<file path="src/rtl/dcm_defines.vh">
// Purpose: Constants for the dual channel IO mode multiplexer
// Assumes: Included by bare name from every design file of the block
// Notes: Definitions only, guarded against double inclusion
// Operation
// - The base mode of each channel comes from the stored configuration, never from a command.
// - Bit-bang, serial engine and bus emulation modes are entered only by a bit-mode command.
// - Command code 0 returns to base mode, 1 selects async bit-bang, 2 selects the serial engine.
// - Command code 4 selects sync bit-bang, 8 selects bus emulation, 10 hex addresses opto serial.
// - With opto serial as base, code 10 hex holds its logic in reset and code 0 releases it.
// - Channel A may run any other mode while channel B runs opto serial; bus emulation on A takes B's pins as well.
// - When both channels run opto serial, all opto signals of both sit on channel B pins.
// - The serial engine exists on channel A only; a request on channel B is refused and leaves its mode unchanged.
// - Bus emulation takes both channels together as one multiplexed address/data bus.
// - In bit-bang over a FIFO, CPU FIFO or opto base, write and read strobes sit on ctrl bits 0 and 1.
// - In bit-bang over a serial UART base, write and read strobes sit on ctrl bits 2 and 3.
// - Channel B refuses bit-bang while its base mode is opto serial.
// - The wake input is off in serial engine, bus emulation and CPU FIFO modes, and in opto on A.
// - With no or a blank configuration memory both channels default to serial UART mode.
`ifndef DCM_DEFINES_VH
`define DCM_DEFINES_VH

// Stored base mode codes
`define DCM_BASE_UART 2'h0
`define DCM_BASE_FIFO 2'h1
`define DCM_BASE_CPU 2'h2
`define DCM_BASE_OPTO 2'h3

// Bit-mode command codes
`define DCM_CMD_RESET 8'h00
`define DCM_CMD_ABB 8'h01
`define DCM_CMD_SENG 8'h02
`define DCM_CMD_SBB 8'h04
`define DCM_CMD_MCU 8'h08
`define DCM_CMD_OPTO 8'h10

// Active mode state, one-hot
`define DCM_ST_W 5
`define DCM_ST_BASE 5'h01
`define DCM_ST_ABB 5'h02
`define DCM_ST_SBB 5'h04
`define DCM_ST_SENG 5'h08
`define DCM_ST_MCU 5'h10
`define DCM_ST_BASE_B 0
`define DCM_ST_ABB_B 1
`define DCM_ST_SBB_B 2
`define DCM_ST_SENG_B 3
`define DCM_ST_MCU_B 4

// Pin vector layout: data bits 0..7, ctrl bits 8..11
`define DCM_PINS 12
`define DCM_CTRL0 8
`define DCM_CTRL1 9
`define DCM_CTRL2 10
`define DCM_CTRL3 11

// Opto serial pin positions on a channel, second set for the far channel
`define DCM_OPTO_SDI 0
`define DCM_OPTO_CLK 1
`define DCM_OPTO_SDO 2
`define DCM_OPTO_CTS 3
`define DCM_OPTO2_SDI 4
`define DCM_OPTO2_CLK 5
`define DCM_OPTO2_SDO 6
`define DCM_OPTO2_CTS 7

`endif

</file>
<file path="src/rtl/dcm_chan_mode.v">
// Purpose: Per channel bit-mode command decoder and active mode state
// Assumes: Commands arrive on the local clock as one-cycle strobes
// Notes: Unknown codes and refused requests leave the state untouched
`timescale 1ns/100ps
`include "dcm_defines.vh"

module dcm_chan_mode #(
  parameter CMD_W = 8
)(
  input wire clk,
  input wire resetn,
  input wire cmd_valid,
  input wire [CMD_W-1:0] cmd_code,
  input wire [1:0] base_mode,
  input wire seng_allowed,
  input wire bb_allowed,
  output reg [`DCM_ST_W-1:0] state_ff,
  output reg opto_hold_ff,
  output reg refused_ff
);

  reg [`DCM_ST_W-1:0] nxt_state;
  reg nxt_opto_hold;
  reg nxt_refused;
  wire base_opto;

  assign base_opto = (base_mode == `DCM_BASE_OPTO);

  // Command decode; only a command moves the state away from base
  always @*
  begin
    nxt_state = state_ff;
    nxt_opto_hold = opto_hold_ff & base_opto;
    nxt_refused = 1'b0;
    if (cmd_valid)
    begin
      case (cmd_code)
        `DCM_CMD_RESET:
        begin
          nxt_state = `DCM_ST_BASE;
          nxt_opto_hold = 1'b0;
        end
        `DCM_CMD_ABB:
        begin
          if (bb_allowed)
            nxt_state = `DCM_ST_ABB;
          else
            nxt_refused = 1'b1;
        end
        `DCM_CMD_SENG:
        begin
          if (seng_allowed)
            nxt_state = `DCM_ST_SENG;
          else
            nxt_refused = 1'b1;
        end
        `DCM_CMD_SBB:
        begin
          if (bb_allowed)
            nxt_state = `DCM_ST_SBB;
          else
            nxt_refused = 1'b1;
        end
        `DCM_CMD_MCU:
          nxt_state = `DCM_ST_MCU;
        `DCM_CMD_OPTO:
        begin
          // Hold only makes sense when opto is the stored base
          if (base_opto)
          begin
            nxt_state = `DCM_ST_BASE;
            nxt_opto_hold = 1'b1;
          end
          else
            nxt_refused = 1'b1;
        end
        default:
          nxt_refused = 1'b1;
      endcase
    end
  end

  // State registers
  always @(posedge clk or negedge resetn)
  begin
    if (!resetn)
    begin
      state_ff <= `DCM_ST_BASE;
      opto_hold_ff <= 1'b0;
      refused_ff <= 1'b0;
    end
    else
    begin
      state_ff <= nxt_state;
      opto_hold_ff <= nxt_opto_hold;
      refused_ff <= nxt_refused;
    end
  end

endmodule

</file>
<file path="src/rtl/dcm_io_mode_mux.v">
// Purpose: Mode selection and pin multiplexing for two IO channels
// Assumes: Engines and command source run on clk; pins are asynchronous
// Notes: Pin enables are active low; all outputs come from flip-flops
`timescale 1ns/100ps
`include "dcm_defines.vh"

module dcm_io_mode_mux #(
  parameter CMD_W = 8
)(
  input wire clk,
  input wire resetn,
  input wire cfg_present,
  input wire [1:0] cfg_mode_a,
  input wire [1:0] cfg_mode_b,
  input wire cmd_valid_a,
  input wire [CMD_W-1:0] cmd_code_a,
  input wire cmd_valid_b,
  input wire [CMD_W-1:0] cmd_code_b,
  input wire [11:0] base_dout_a,
  input wire [11:0] base_den_a,
  input wire [11:0] base_dout_b,
  input wire [11:0] base_den_b,
  input wire [7:0] bb_dout_a,
  input wire [7:0] bb_den_a,
  input wire bb_wr_n_a,
  input wire bb_rd_n_a,
  input wire [7:0] bb_dout_b,
  input wire [7:0] bb_den_b,
  input wire bb_wr_n_b,
  input wire bb_rd_n_b,
  input wire [11:0] seng_dout,
  input wire [11:0] seng_den,
  input wire [23:0] mcu_dout,
  input wire [23:0] mcu_den,
  input wire opto_clk_a,
  input wire opto_sdo_a,
  input wire opto_clk_b,
  input wire opto_sdo_b,
  input wire [7:0] chan_a_data_bus_in,
  input wire [3:0] chan_a_ctrl_bus_in,
  input wire [7:0] chan_b_data_bus_in,
  input wire [3:0] chan_b_ctrl_bus_in,
  input wire wake_send_now_n_a,
  input wire wake_send_now_n_b,
  output reg [7:0] chan_a_data_bus_out,
  output reg [7:0] chan_a_data_bus_oe_n,
  output reg [3:0] chan_a_ctrl_bus_out,
  output reg [3:0] chan_a_ctrl_bus_oe_n,
  output reg [7:0] chan_b_data_bus_out,
  output reg [7:0] chan_b_data_bus_oe_n,
  output reg [3:0] chan_b_ctrl_bus_out,
  output reg [3:0] chan_b_ctrl_bus_oe_n,
  output reg [11:0] pins_a_ff,
  output reg [11:0] pins_b_ff,
  output reg opto_sdi_a_ff,
  output reg opto_cts_a_ff,
  output reg opto_sdi_b_ff,
  output reg opto_cts_b_ff,
  output reg [1:0] base_a_ff,
  output reg [1:0] base_b_ff,
  output wire [`DCM_ST_W-1:0] mode_a_ff,
  output wire [`DCM_ST_W-1:0] mode_b_ff,
  output reg mcu_active_ff,
  output reg opto_hold_a_ff,
  output reg opto_hold_b_ff,
  output wire cmd_refused_a_ff,
  output wire cmd_refused_b_ff,
  output reg wake_req_a_ff,
  output reg wake_req_b_ff
);

  reg [11:0] sync1_a_ff;
  reg [11:0] sync2_a_ff;
  reg [11:0] sync1_b_ff;
  reg [11:0] sync2_b_ff;
  reg [1:0] wake1_ff;
  reg [1:0] wake2_ff;
  reg [1:0] wake3_ff;
  reg [11:0] nxt_out_a;
  reg [11:0] nxt_oe_n_a;
  reg [11:0] nxt_out_b;
  reg [11:0] nxt_oe_n_b;
  reg [1:0] nxt_base_a;
  reg [1:0] nxt_base_b;
  wire hold_a;
  wire hold_b;
  wire both_opto;
  wire mcu_now;
  wire bb_a;
  wire bb_b;
  wire wake_en_a;
  wire wake_en_b;

  // Blank or missing configuration falls back to serial UART
  always @*
  begin
    if (cfg_present)
    begin
      nxt_base_a = cfg_mode_a;
      nxt_base_b = cfg_mode_b;
    end
    else
    begin
      nxt_base_a = `DCM_BASE_UART;
      nxt_base_b = `DCM_BASE_UART;
    end
  end

  // Command decoders; engine only offered on A, bit-bang gated on B
  dcm_chan_mode #(
    .CMD_W(CMD_W)
  ) u_mode_a (
    .clk(clk),
    .resetn(resetn),
    .cmd_valid(cmd_valid_a),
    .cmd_code(cmd_code_a),
    .base_mode(base_a_ff),
    .seng_allowed(1'b1),
    .bb_allowed(1'b1),
    .state_ff(mode_a_ff),
    .opto_hold_ff(hold_a),
    .refused_ff(cmd_refused_a_ff)
  );

  dcm_chan_mode #(
    .CMD_W(CMD_W)
  ) u_mode_b (
    .clk(clk),
    .resetn(resetn),
    .cmd_valid(cmd_valid_b),
    .cmd_code(cmd_code_b),
    .base_mode(base_b_ff),
    .seng_allowed(1'b0),
    .bb_allowed(base_b_ff != `DCM_BASE_OPTO),
    .state_ff(mode_b_ff),
    .opto_hold_ff(hold_b),
    .refused_ff(cmd_refused_b_ff)
  );

  // Either channel asking for bus emulation claims both
  assign mcu_now = mode_a_ff[`DCM_ST_MCU_B] | mode_b_ff[`DCM_ST_MCU_B];
  assign bb_a = mode_a_ff[`DCM_ST_ABB_B] | mode_a_ff[`DCM_ST_SBB_B];
  assign bb_b = mode_b_ff[`DCM_ST_ABB_B] | mode_b_ff[`DCM_ST_SBB_B];
  assign both_opto = (base_a_ff == `DCM_BASE_OPTO) && (base_b_ff == `DCM_BASE_OPTO) &&
    mode_a_ff[`DCM_ST_BASE_B] && mode_b_ff[`DCM_ST_BASE_B] && !mcu_now;

  // Wake input gating per active mode
  assign wake_en_a = !mcu_now && !mode_a_ff[`DCM_ST_SENG_B] &&
    !(mode_a_ff[`DCM_ST_BASE_B] && (base_a_ff == `DCM_BASE_CPU)) &&
    !(mode_a_ff[`DCM_ST_BASE_B] && (base_a_ff == `DCM_BASE_OPTO));
  assign wake_en_b = !mcu_now && !mode_b_ff[`DCM_ST_SENG_B] &&
    !(mode_b_ff[`DCM_ST_BASE_B] && (base_b_ff == `DCM_BASE_CPU));

  // Channel A pin functions; unassigned pins stay inputs
  always @*
  begin
    nxt_out_a = 12'h000;
    nxt_oe_n_a = 12'hFFF;
    if (mcu_now)
    begin
      nxt_out_a = mcu_dout[11:0];
      nxt_oe_n_a = ~mcu_den[11:0];
    end
    else if (mode_a_ff[`DCM_ST_SENG_B])
    begin
      nxt_out_a = seng_dout;
      nxt_oe_n_a = ~seng_den;
    end
    else if (bb_a)
    begin
      nxt_out_a[7:0] = bb_dout_a;
      nxt_oe_n_a[7:0] = ~bb_den_a;
      if (base_a_ff == `DCM_BASE_UART)
      begin
        nxt_out_a[`DCM_CTRL2] = bb_wr_n_a;
        nxt_out_a[`DCM_CTRL3] = bb_rd_n_a;
        nxt_oe_n_a[`DCM_CTRL2] = 1'b0;
        nxt_oe_n_a[`DCM_CTRL3] = 1'b0;
      end
      else
      begin
        nxt_out_a[`DCM_CTRL0] = bb_wr_n_a;
        nxt_out_a[`DCM_CTRL1] = bb_rd_n_a;
        nxt_oe_n_a[`DCM_CTRL0] = 1'b0;
        nxt_oe_n_a[`DCM_CTRL1] = 1'b0;
      end
    end
    else if (base_a_ff == `DCM_BASE_OPTO)
    begin
      // With both on opto, A's signals move over to B and A floats
      if (!both_opto)
      begin
        nxt_out_a[`DCM_OPTO_CLK] = opto_clk_a;
        nxt_out_a[`DCM_OPTO_SDO] = opto_sdo_a;
        nxt_oe_n_a[`DCM_OPTO_CLK] = 1'b0;
        nxt_oe_n_a[`DCM_OPTO_SDO] = 1'b0;
      end
    end
    else
    begin
      nxt_out_a = base_dout_a;
      nxt_oe_n_a = ~base_den_a;
    end
  end

  // Channel B pin functions, with A's opto set on the upper data bits
  always @*
  begin
    nxt_out_b = 12'h000;
    nxt_oe_n_b = 12'hFFF;
    if (mcu_now)
    begin
      nxt_out_b = mcu_dout[23:12];
      nxt_oe_n_b = ~mcu_den[23:12];
    end
    else if (bb_b)
    begin
      nxt_out_b[7:0] = bb_dout_b;
      nxt_oe_n_b[7:0] = ~bb_den_b;
      if (base_b_ff == `DCM_BASE_UART)
      begin
        nxt_out_b[`DCM_CTRL2] = bb_wr_n_b;
        nxt_out_b[`DCM_CTRL3] = bb_rd_n_b;
        nxt_oe_n_b[`DCM_CTRL2] = 1'b0;
        nxt_oe_n_b[`DCM_CTRL3] = 1'b0;
      end
      else
      begin
        nxt_out_b[`DCM_CTRL0] = bb_wr_n_b;
        nxt_out_b[`DCM_CTRL1] = bb_rd_n_b;
        nxt_oe_n_b[`DCM_CTRL0] = 1'b0;
        nxt_oe_n_b[`DCM_CTRL1] = 1'b0;
      end
    end
    else if (base_b_ff == `DCM_BASE_OPTO)
    begin
      // B opto never blocks channel A from its own mode
      nxt_out_b[`DCM_OPTO_CLK] = opto_clk_b;
      nxt_out_b[`DCM_OPTO_SDO] = opto_sdo_b;
      nxt_oe_n_b[`DCM_OPTO_CLK] = 1'b0;
      nxt_oe_n_b[`DCM_OPTO_SDO] = 1'b0;
      if (both_opto)
      begin
        nxt_out_b[`DCM_OPTO2_CLK] = opto_clk_a;
        nxt_out_b[`DCM_OPTO2_SDO] = opto_sdo_a;
        nxt_oe_n_b[`DCM_OPTO2_CLK] = 1'b0;
        nxt_oe_n_b[`DCM_OPTO2_SDO] = 1'b0;
      end
    end
    else
    begin
      nxt_out_b = base_dout_b;
      nxt_oe_n_b = ~base_den_b;
    end
  end

  // Pin input synchronisers; first stage feeds only the second
  always @(posedge clk or negedge resetn)
  begin
    if (!resetn)
    begin
      sync1_a_ff <= 12'h000;
      sync2_a_ff <= 12'h000;
      sync1_b_ff <= 12'h000;
      sync2_b_ff <= 12'h000;
      wake1_ff <= 2'h3;
      wake2_ff <= 2'h3;
      wake3_ff <= 2'h3;
    end
    else
    begin
      sync1_a_ff <= {chan_a_ctrl_bus_in, chan_a_data_bus_in};
      sync2_a_ff <= sync1_a_ff;
      sync1_b_ff <= {chan_b_ctrl_bus_in, chan_b_data_bus_in};
      sync2_b_ff <= sync1_b_ff;
      wake1_ff <= {wake_send_now_n_b, wake_send_now_n_a};
      wake2_ff <= wake1_ff;
      wake3_ff <= wake2_ff;
    end
  end

  // Output registers, pins and status
  always @(posedge clk or negedge resetn)
  begin
    if (!resetn)
    begin
      chan_a_data_bus_out <= 8'h00;
      chan_a_data_bus_oe_n <= 8'hFF;
      chan_a_ctrl_bus_out <= 4'h0;
      chan_a_ctrl_bus_oe_n <= 4'hF;
      chan_b_data_bus_out <= 8'h00;
      chan_b_data_bus_oe_n <= 8'hFF;
      chan_b_ctrl_bus_out <= 4'h0;
      chan_b_ctrl_bus_oe_n <= 4'hF;
      pins_a_ff <= 12'h000;
      pins_b_ff <= 12'h000;
      opto_sdi_a_ff <= 1'b0;
      opto_cts_a_ff <= 1'b0;
      opto_sdi_b_ff <= 1'b0;
      opto_cts_b_ff <= 1'b0;
      base_a_ff <= `DCM_BASE_UART;
      base_b_ff <= `DCM_BASE_UART;
      mcu_active_ff <= 1'b0;
      opto_hold_a_ff <= 1'b0;
      opto_hold_b_ff <= 1'b0;
      wake_req_a_ff <= 1'b0;
      wake_req_b_ff <= 1'b0;
    end
    else
    begin
      chan_a_data_bus_out <= nxt_out_a[7:0];
      chan_a_data_bus_oe_n <= nxt_oe_n_a[7:0];
      chan_a_ctrl_bus_out <= nxt_out_a[11:8];
      chan_a_ctrl_bus_oe_n <= nxt_oe_n_a[11:8];
      chan_b_data_bus_out <= nxt_out_b[7:0];
      chan_b_data_bus_oe_n <= nxt_oe_n_b[7:0];
      chan_b_ctrl_bus_out <= nxt_out_b[11:8];
      chan_b_ctrl_bus_oe_n <= nxt_oe_n_b[11:8];
      pins_a_ff <= sync2_a_ff;
      pins_b_ff <= sync2_b_ff;
      // A's opto inputs come from B pins when both run opto
      if (both_opto)
      begin
        opto_sdi_a_ff <= sync2_b_ff[`DCM_OPTO2_SDI];
        opto_cts_a_ff <= sync2_b_ff[`DCM_OPTO2_CTS];
      end
      else
      begin
        opto_sdi_a_ff <= sync2_a_ff[`DCM_OPTO_SDI];
        opto_cts_a_ff <= sync2_a_ff[`DCM_OPTO_CTS];
      end
      opto_sdi_b_ff <= sync2_b_ff[`DCM_OPTO_SDI];
      opto_cts_b_ff <= sync2_b_ff[`DCM_OPTO_CTS];
      base_a_ff <= nxt_base_a;
      base_b_ff <= nxt_base_b;
      mcu_active_ff <= mcu_now;
      opto_hold_a_ff <= hold_a;
      opto_hold_b_ff <= hold_b;
      // Falling edge of the synced wake pin, only where allowed
      wake_req_a_ff <= wake_en_a & wake3_ff[0] & ~wake2_ff[0];
      wake_req_b_ff <= wake_en_b & wake3_ff[1] & ~wake2_ff[1];
    end
  end

endmodule

</file>
<file path="config.mk">
export PLATFORM = sky130hd
export DESIGN_NAME = dcm_io_mode_mux
export DESIGN_NICKNAME = d
export VERILOG_FILES = /design/src/rtl/dcm_chan_mode.v /design/src/rtl/dcm_io_mode_mux.v
export VERILOG_INCLUDE_DIRS = /design/src /design/src/rtl
export SDC_FILE = /design/constraint.sdc
export NUM_CORES = 1
export LEC_CHECK = 0
export ABC_AREA = 1
export BUFFER_PORTS_ARGS = -buffer_cell sky130_fd_sc_hd__buf_2
export CAP_MARGIN = 20
export CORE_MARGIN = 2
export CORE_UTILIZATION = 30
export DETAILED_ROUTE_END_ITERATION = 10
export MAX_ROUTING_LAYER = met4
export SYNTH_ARGS = -nofsm -noshare
export SYNTH_HDL_FRONTEND = slang
export SYNTH_HIERARCHICAL = 1
export SYNTH_SLANG_ARGS = --single-unit
</file>
<file path="constraint.sdc">
create_clock -name clk -period 1.7 [get_ports clk]
set_input_delay 0.255 -clock clk [delete_from_list [all_inputs] [get_ports clk]]
set_output_delay 0.255 -clock clk [all_outputs]
set_load 0.05 [all_outputs]
</file>
== Word-level counts from Yosys, hierarchy flattened ==
Cells that the tools add are included.

* Register bits after elaboration: 153
* Input bits: 211
* Output and inout port bits: 97
* Logic and storage cells: 160

* Eq/ne operators: 18
* Mux-type cells: 61
* Bitwise operators: 18
* Reduce and logical (&&, ||, !) cells: 29

{| class="wikitable"
|+ Operators by type and width
! kind !! count
|-
| 12-bit two-way mux || 10
|-
| 12-bit inverter || 5
|-
| 2-bit two-way mux || 22
|-
| 5-bit two-way mux || 6
|-
| 5-bit case mux with 6 select lines || 1
|-
| 5-bit case mux with 5 select lines || 1
|-
| 9-bit two-way mux || 2
|-
| 8-bit by 1-bit equality test with 1-bit output, second input constant || 2
|-
| 8-bit by 3-bit equality test with 1-bit output, second input constant || 2
|-
| 8-bit by 4-bit equality test with 1-bit output, second input constant || 2
|-
| 8-bit by 5-bit equality test with 1-bit output, second input constant || 2
|-
| 8-bit logical NOT || 2
|-
| 8-bit inverter || 2
|-
| 1-bit two-way mux || 15
|-
| 1-bit logical AND || 12
|-
| 2-bit equality test, second input constant || 4
|-
| 8-bit by 2-bit equality test with 1-bit output, second input constant || 1
|-
| 2-bit by 1-bit inequality test with 1-bit output, second input constant || 4
|-
| 1-bit bitwise AND || 6
|-
| 1-bit logical NOT || 6
|-
| 1-bit case mux with 2 select lines || 3
|-
| 6-bit nonzero test || 1
|-
| 5-bit AND reduction || 1
|-
| 5-bit nonzero test || 1
|-
| other kinds (8) || 13
|}

== Depth between registers and ports, before layout ==
* Depth after elaboration: 10
* Mapped depth: 10
* Gate-level depth less buffers: 10

== Modules after synthesis ==
Netlist, hierarchy kept.

{| class="wikitable"
|+ By module, submodules not included
! module !! instances !! cells an instance !! area an instance (sq um) !! seq. area each (sq um)
|-
| dcm_io_mode_mux || 1 || 524 || 5302.6 || 3465.8
|-
| dcm_chan_mode || 2 || 80 || 608.1 || 176.4
|}

== Worst setup path after synthesis ==
OpenSTA, ideal clock, no wires.

* Kind: register -> register
* From: register base_b_ff[1]
* To: register u_mode_b.state_ff[1]
* Library setup time: 0.065 ns
* Arrival time: 1.563 ns
* Data required time: 1.635 ns
* Slack: 0.072 ns
* Cell stages (with the launch flop): 10
* Path buffers: 1
* Cell sequence: dfrtp_1 nand2_4 buf_6 inv_1 nand3_2 nand3_4 nor2_8 nand2_4 nand2_1 nand2_1

* Word-level cells in the longest chain between the ends: 3
* Elaborated cells on any way between the ends: 6

{| class="wikitable"
|+ Ends and longest elaborated chain
! element !! RTL line !! source
|-
| start, declared || dcm_io_mode_mux.v:60 || <nowiki>output reg [1:0] base_b_ff,</nowiki>
|-
| start signal, assigned || dcm_io_mode_mux.v:302 || <nowiki>base_b_ff <= `DCM_BASE_UART;</nowiki>
|-
| start signal, assigned || dcm_io_mode_mux.v:335 || <nowiki>base_b_ff <= nxt_base_b;</nowiki>
|-
| 2-bit equality test (no line) / 2-bit inequality test (equally long branches) || n/a ||
|-
| 2-bit by 1-bit inequality test with 1-bit output (no line) || n/a ||
|-
| 5-bit AND reduction (no line) (*) || n/a ||
|-
| end signal, assigned || dcm_chan_mode.v:88 || <nowiki>state_ff <= `DCM_ST_BASE;</nowiki>
|-
| end signal, assigned || dcm_chan_mode.v:94 || <nowiki>state_ff <= nxt_state;</nowiki>
|-
| end, declared || dcm_chan_mode.v:17 || <nowiki>output reg [`DCM_ST_W-1:0] state_ff,</nowiki>
|}

Mark *: on every way between the ends. The rest lies on a longest branch, timed or not.
A chain may end at the register's enable or synchronous reset.

== Worst setup path after layout ==
* From: register u_mode_a.state_ff[3]
* To: output mode_a_ff[3]

{| class="wikitable"
|+ RTL lines
! element !! RTL line !! source
|-
| start, declared || dcm_chan_mode.v:17 ||
|-
| start signal, assigned || dcm_chan_mode.v:88 ||
|-
| start signal, assigned || dcm_chan_mode.v:94 ||
|-
| end, declared || dcm_io_mode_mux.v:61 || <nowiki>output wire [`DCM_ST_W-1:0] mode_a_ff,</nowiki>
|}

No word-level cell between the ends.

==> out/qor.log <==
INFO  layout         post_route_cells_drive_above_1_share=45.0%
INFO  timing         setup_tns_final=0ps
INFO  global_routing antenna_found_initial=3
INFO  clock_network  clock_path_buffers=2
INFO  power          power_frac_comb=21.5%
INFO  logic_synthesis synth_area_per_cell=9.53um^2
INFO  clock_network  path_clk_slew=70ps
INFO  timing         fin_skew=7.00ps
INFO  power          leakagePower=0.00508uW
INFO  worst_setup_path criticalPathCategory=register to primary output
INFO  place          place_congestion=0.871
INFO  logic_synthesis mappedNetlistArea=6520um^2
INFO  clock_network  worst_skew_pair.late_latency=420ps
INFO  layout         layout.cells.non_filler=1,328
INFO  global_routing grt_pass1_vias=5,886
INFO  floorplan      dieHeight=151um
INFO  min_path       min_path_type=input port to register
INFO  worst_setup_path startpoint_type=register
INFO  global_routing grt_start_max_net_pins=43
INFO  timing         finalCriticalPeriod=1580ps
INFO  power          netSwitchingFraction=33.4%
INFO  global_routing grt_pass1_wl=30,000um
INFO  worst_setup_path critPathRequiredTime=1440ps
INFO  power          power_report.internal_total=6690uW
INFO  routing        postRouteAntennaNets=0
INFO  layout         stdcell_area=9310um^2
INFO  logic_synthesis ys_seq_area_share=58.6%
INFO  worst_setup_path crit_arrival=1330ps
INFO  routing        detail_route.first_pass.iterations=5
INFO  routing        routed_wirelength=20,200um
INFO  timing         unrepaired_setup_endpoints_after_global_routing=false
INFO  logic_synthesis synth_edf_count=0
INFO  logic_synthesis synthesis.instances=684
INFO  job            drv_cap=0
INFO  floorplan      die_width=151um
INFO  place          placed_cells=1,257
INFO  clock_network  clk_root_buffer_cell=sky130_fd_sc_hd__clkbuf_16
INFO  clock_network  numCtsBuffers=17
INFO  min_path       worstHoldStart=mcu_dout[2]
INFO  floorplan      num_io_pins=308
INFO  routing        met3_wirelength=1310um
INFO  floorplan      floorplan.core_area=21,200um^2
INFO  power          total_switching_power=3360uW
INFO  timing         final_max_slew_viol_count=0
INFO  logic_synthesis ys_dominant_reg_cell=sky130_fd_sc_hd__dfrtp_1
INFO  routing        wl_per_cell=15.2um
INFO  floorplan      floorplan.initialDensity=30.8%
INFO  global_routing remaining_global_route_overflow=0
INFO  routing        route.detailed.vias_per_inst=4.37
INFO  timing         hold-worst-slack=30.4ps
INFO  floorplan      fp.dieArea=22,900um^2
INFO  routing        routedLengthMet1=8210um
INFO  worst_setup_path critical_path.startpoint=u_mode_a/state_ff[3]$_DFFE_PN0P_
INFO  floorplan      floorplan.rows=53
INFO  power          post-layout-total-power=10,000uW
INFO  worst_setup_path cp_max_fo=10
INFO  routing        vias=5,799
INFO  routing        drt_iter0_markers=241
INFO  timing         finalHoldViolations=0
INFO  logic_synthesis ys_seq_elements=151
INFO  power          clock_power_share=38.2%
INFO  layout         synthToLayoutAreaGrowth=42.9%
INFO  clock_network  tritoncts=yes
INFO  routing        drc=0
INFO  power          p_seq_share=40.4%
INFO  place          placed_area=8350um^2
INFO  logic_synthesis ys_async_sr_fraction=100%
INFO  timing         report.final.setup_viol=0
INFO  global_routing grtUsageTotal=18.0%
INFO  run_status     outcome=completed
INFO  logic_synthesis ys_types=37
INFO  logic_synthesis yosysWarningCount=6
INFO  power          max-vdd-ir-drop=554uV
INFO  clock_network  cts.sink_count=151
INFO  power          power_density=1080nW/um^2
INFO  timing         period_share=93.0%
INFO  worst_setup_path reg2reg_setup_slack=230ps
INFO  worst_setup_path critical_path.reg2reg.startpoint=base_b_ff[1]$_DFF_PN0_
INFO  worst_setup_path timing.critical_path.to_type=primary output
INFO  routing        route.top_layer_used=met4
INFO  routing        met2_length=10,100um
INFO  place          portBuffers=307
INFO  timing         maxClockFrequency=632MHz
INFO  clock_network  h_tree_lvls=4
INFO  layout         nNetsFinal=1,248
INFO  place          hpwl=15,600um
-- worst paths after layout --
kind	to	cells after the start
hold / removal	chan_a_data_bus_out[2]$_DFF_PN0_	3
min in group asynchronous	sync2_b_ff[11]$_DFF_PN0_	2
max in group asynchronous	chan_a_data_bus_oe_n[2]$_DFF_PN1_	3
setup / recovery	mode_a_ff[3]	2
hold reg to reg	sync2_b_ff[6]$_DFF_PN0_	0
setup reg to reg	u_mode_b/state_ff[2]$_DFFE_PN0P_	8
-- layout make-up --
type | instances | area [um^2]
fill | 2097 | 11800
timing repair buffer | 358 | 2040
clock buffer | 17 | 425
sequential | 151 | 3820
antenna | 3 | 7.51
multi-input combinational | 446 | 2260
inverter | 63 | 244
tap | 275 | 344
clock inverter | 15 | 173
-- routing by layer --
metal	GRT usage, %	vias up
met3	4.43	39
met1	20.7	2704
met5	-	-
met2	30.0	209
li1	-	2847
met4	7.90	0
-- critical path: stages (launching register included) --
cell                      delay (ps)
sky130_fd_sc_hd__dfrtp_1         410
sky130_fd_sc_hd__buf_4           210
sky130_fd_sc_hd__buf_2           280
-- power groups by stage --
stage | Combinational, uW | Clock, uW | Sequential, uW
3_3_place_gp | 2100 | 0 | 4110
4_1_cts | 2180 | 3940 | 4060
2_1_floorplan | 527 | 0 | 4960
3_5_place_dp | 2110 | 0 | 4120
5_1_grt | 2320 | 4100 | 4080
6_report | 2160 | 3830 | 4050
-- per-stage QoR --
stage / utilization (%) / setup WS (ps)
after floorplan: - / 71.8
after global placement: 39.5 / 232
after detailed placement: 39.5 / 223
after CTS: 44.0 / 93.5
after global routing: 44.0 / 68.2
final: 44.0 / 118
-- cell families (layout without fill, tap and decap cells) --
| group | Yosys count | count (layout) | share of synthesized area [%] |
|---|---|---|---|
| simple gates | 376 | 376 | 28.7 |
| other cells | 2 | 6 | 0.115 |
| flops | 151 | 151 | 58.6 |
| buf+inv | 88 | 453 | 6.79 |
| compound gates | 67 | 67 | 5.80 |
-- placed cells by master (no fill, tap or decap), types with 22 or more instances in the layout --
master	count
sky130_fd_sc_hd__nor2_1	82
sky130_fd_sc_hd__dfrtp_1	119
sky130_fd_sc_hd__inv_2	22
sky130_fd_sc_hd__nand2_1	172
sky130_fd_sc_hd__nand3_1	52
sky130_fd_sc_hd__inv_1	39
sky130_fd_sc_hd__a21oi_1	32
sky130_fd_sc_hd__buf_2	306
sky130_fd_sc_hd__dfstp_2	32
sky130_fd_sc_hd__dlygate4sd3_1	36
-- registers in the layout (all words and copies together) (netlist names), 2 cells and up --
signal and count:
base_a_ff 2, base_b_ff 2, chan_a_ctrl_bus_oe_n 4, chan_a_ctrl_bus_out 4
chan_a_data_bus_oe_n 8, chan_a_data_bus_out 8, chan_b_ctrl_bus_oe_n 4, chan_b_ctrl_bus_out 4
chan_b_data_bus_oe_n 8, chan_b_data_bus_out 8, pins_a_ff 12, pins_b_ff 12
sync1_a_ff 12, sync1_b_ff 12, sync2_a_ff 12, sync2_b_ff 12
u_mode_a/state_ff 5, u_mode_b/state_ff 5, wake1_ff 2, wake2_ff 2
wake3_ff 2
-- timing repair --
item	4_1_cts	5_1_grt
endpoints found under the hold margin	65	0
gates resized for setup	0	0
buffers inserted	0	0
hold buffers	36	0
-- synth_stat cells, types with 3 or more instances --
cell type | instances | area [um^2]
sky130_fd_sc_hd__nand2_1 | 172 | 646
sky130_fd_sc_hd__dfrtp_1 | 119 | 2980
sky130_fd_sc_hd__nor2_1 | 82 | 308
sky130_fd_sc_hd__nand3_1 | 52 | 260
sky130_fd_sc_hd__inv_1 | 39 | 146
sky130_fd_sc_hd__a21oi_1 | 32 | 160
sky130_fd_sc_hd__dfstp_2 | 32 | 841
sky130_fd_sc_hd__inv_2 | 22 | 82.6
sky130_fd_sc_hd__nand2_4 | 15 | 169
sky130_fd_sc_hd__nand2_2 | 14 | 87.6
sky130_fd_sc_hd__nor2_2 | 11 | 68.8
sky130_fd_sc_hd__o21ai_0 | 11 | 55.1
sky130_fd_sc_hd__buf_2 | 10 | 50.1
sky130_fd_sc_hd__a21boi_1 | 8 | 60.1
sky130_fd_sc_hd__buf_4 | 7 | 52.6
sky130_fd_sc_hd__o21ai_1 | 7 | 35.0
sky130_fd_sc_hd__buf_6 | 6 | 67.6
sky130_fd_sc_hd__o22ai_1 | 6 | 37.5
sky130_fd_sc_hd__nor2_8 | 5 | 100
sky130_fd_sc_hd__nand3_2 | 4 | 40.0
sky130_fd_sc_hd__nor2_4 | 4 | 45.0
sky130_fd_sc_hd__or2_0 | 3 | 18.8
Note: power is estimated with default switching activity, not from simulation.
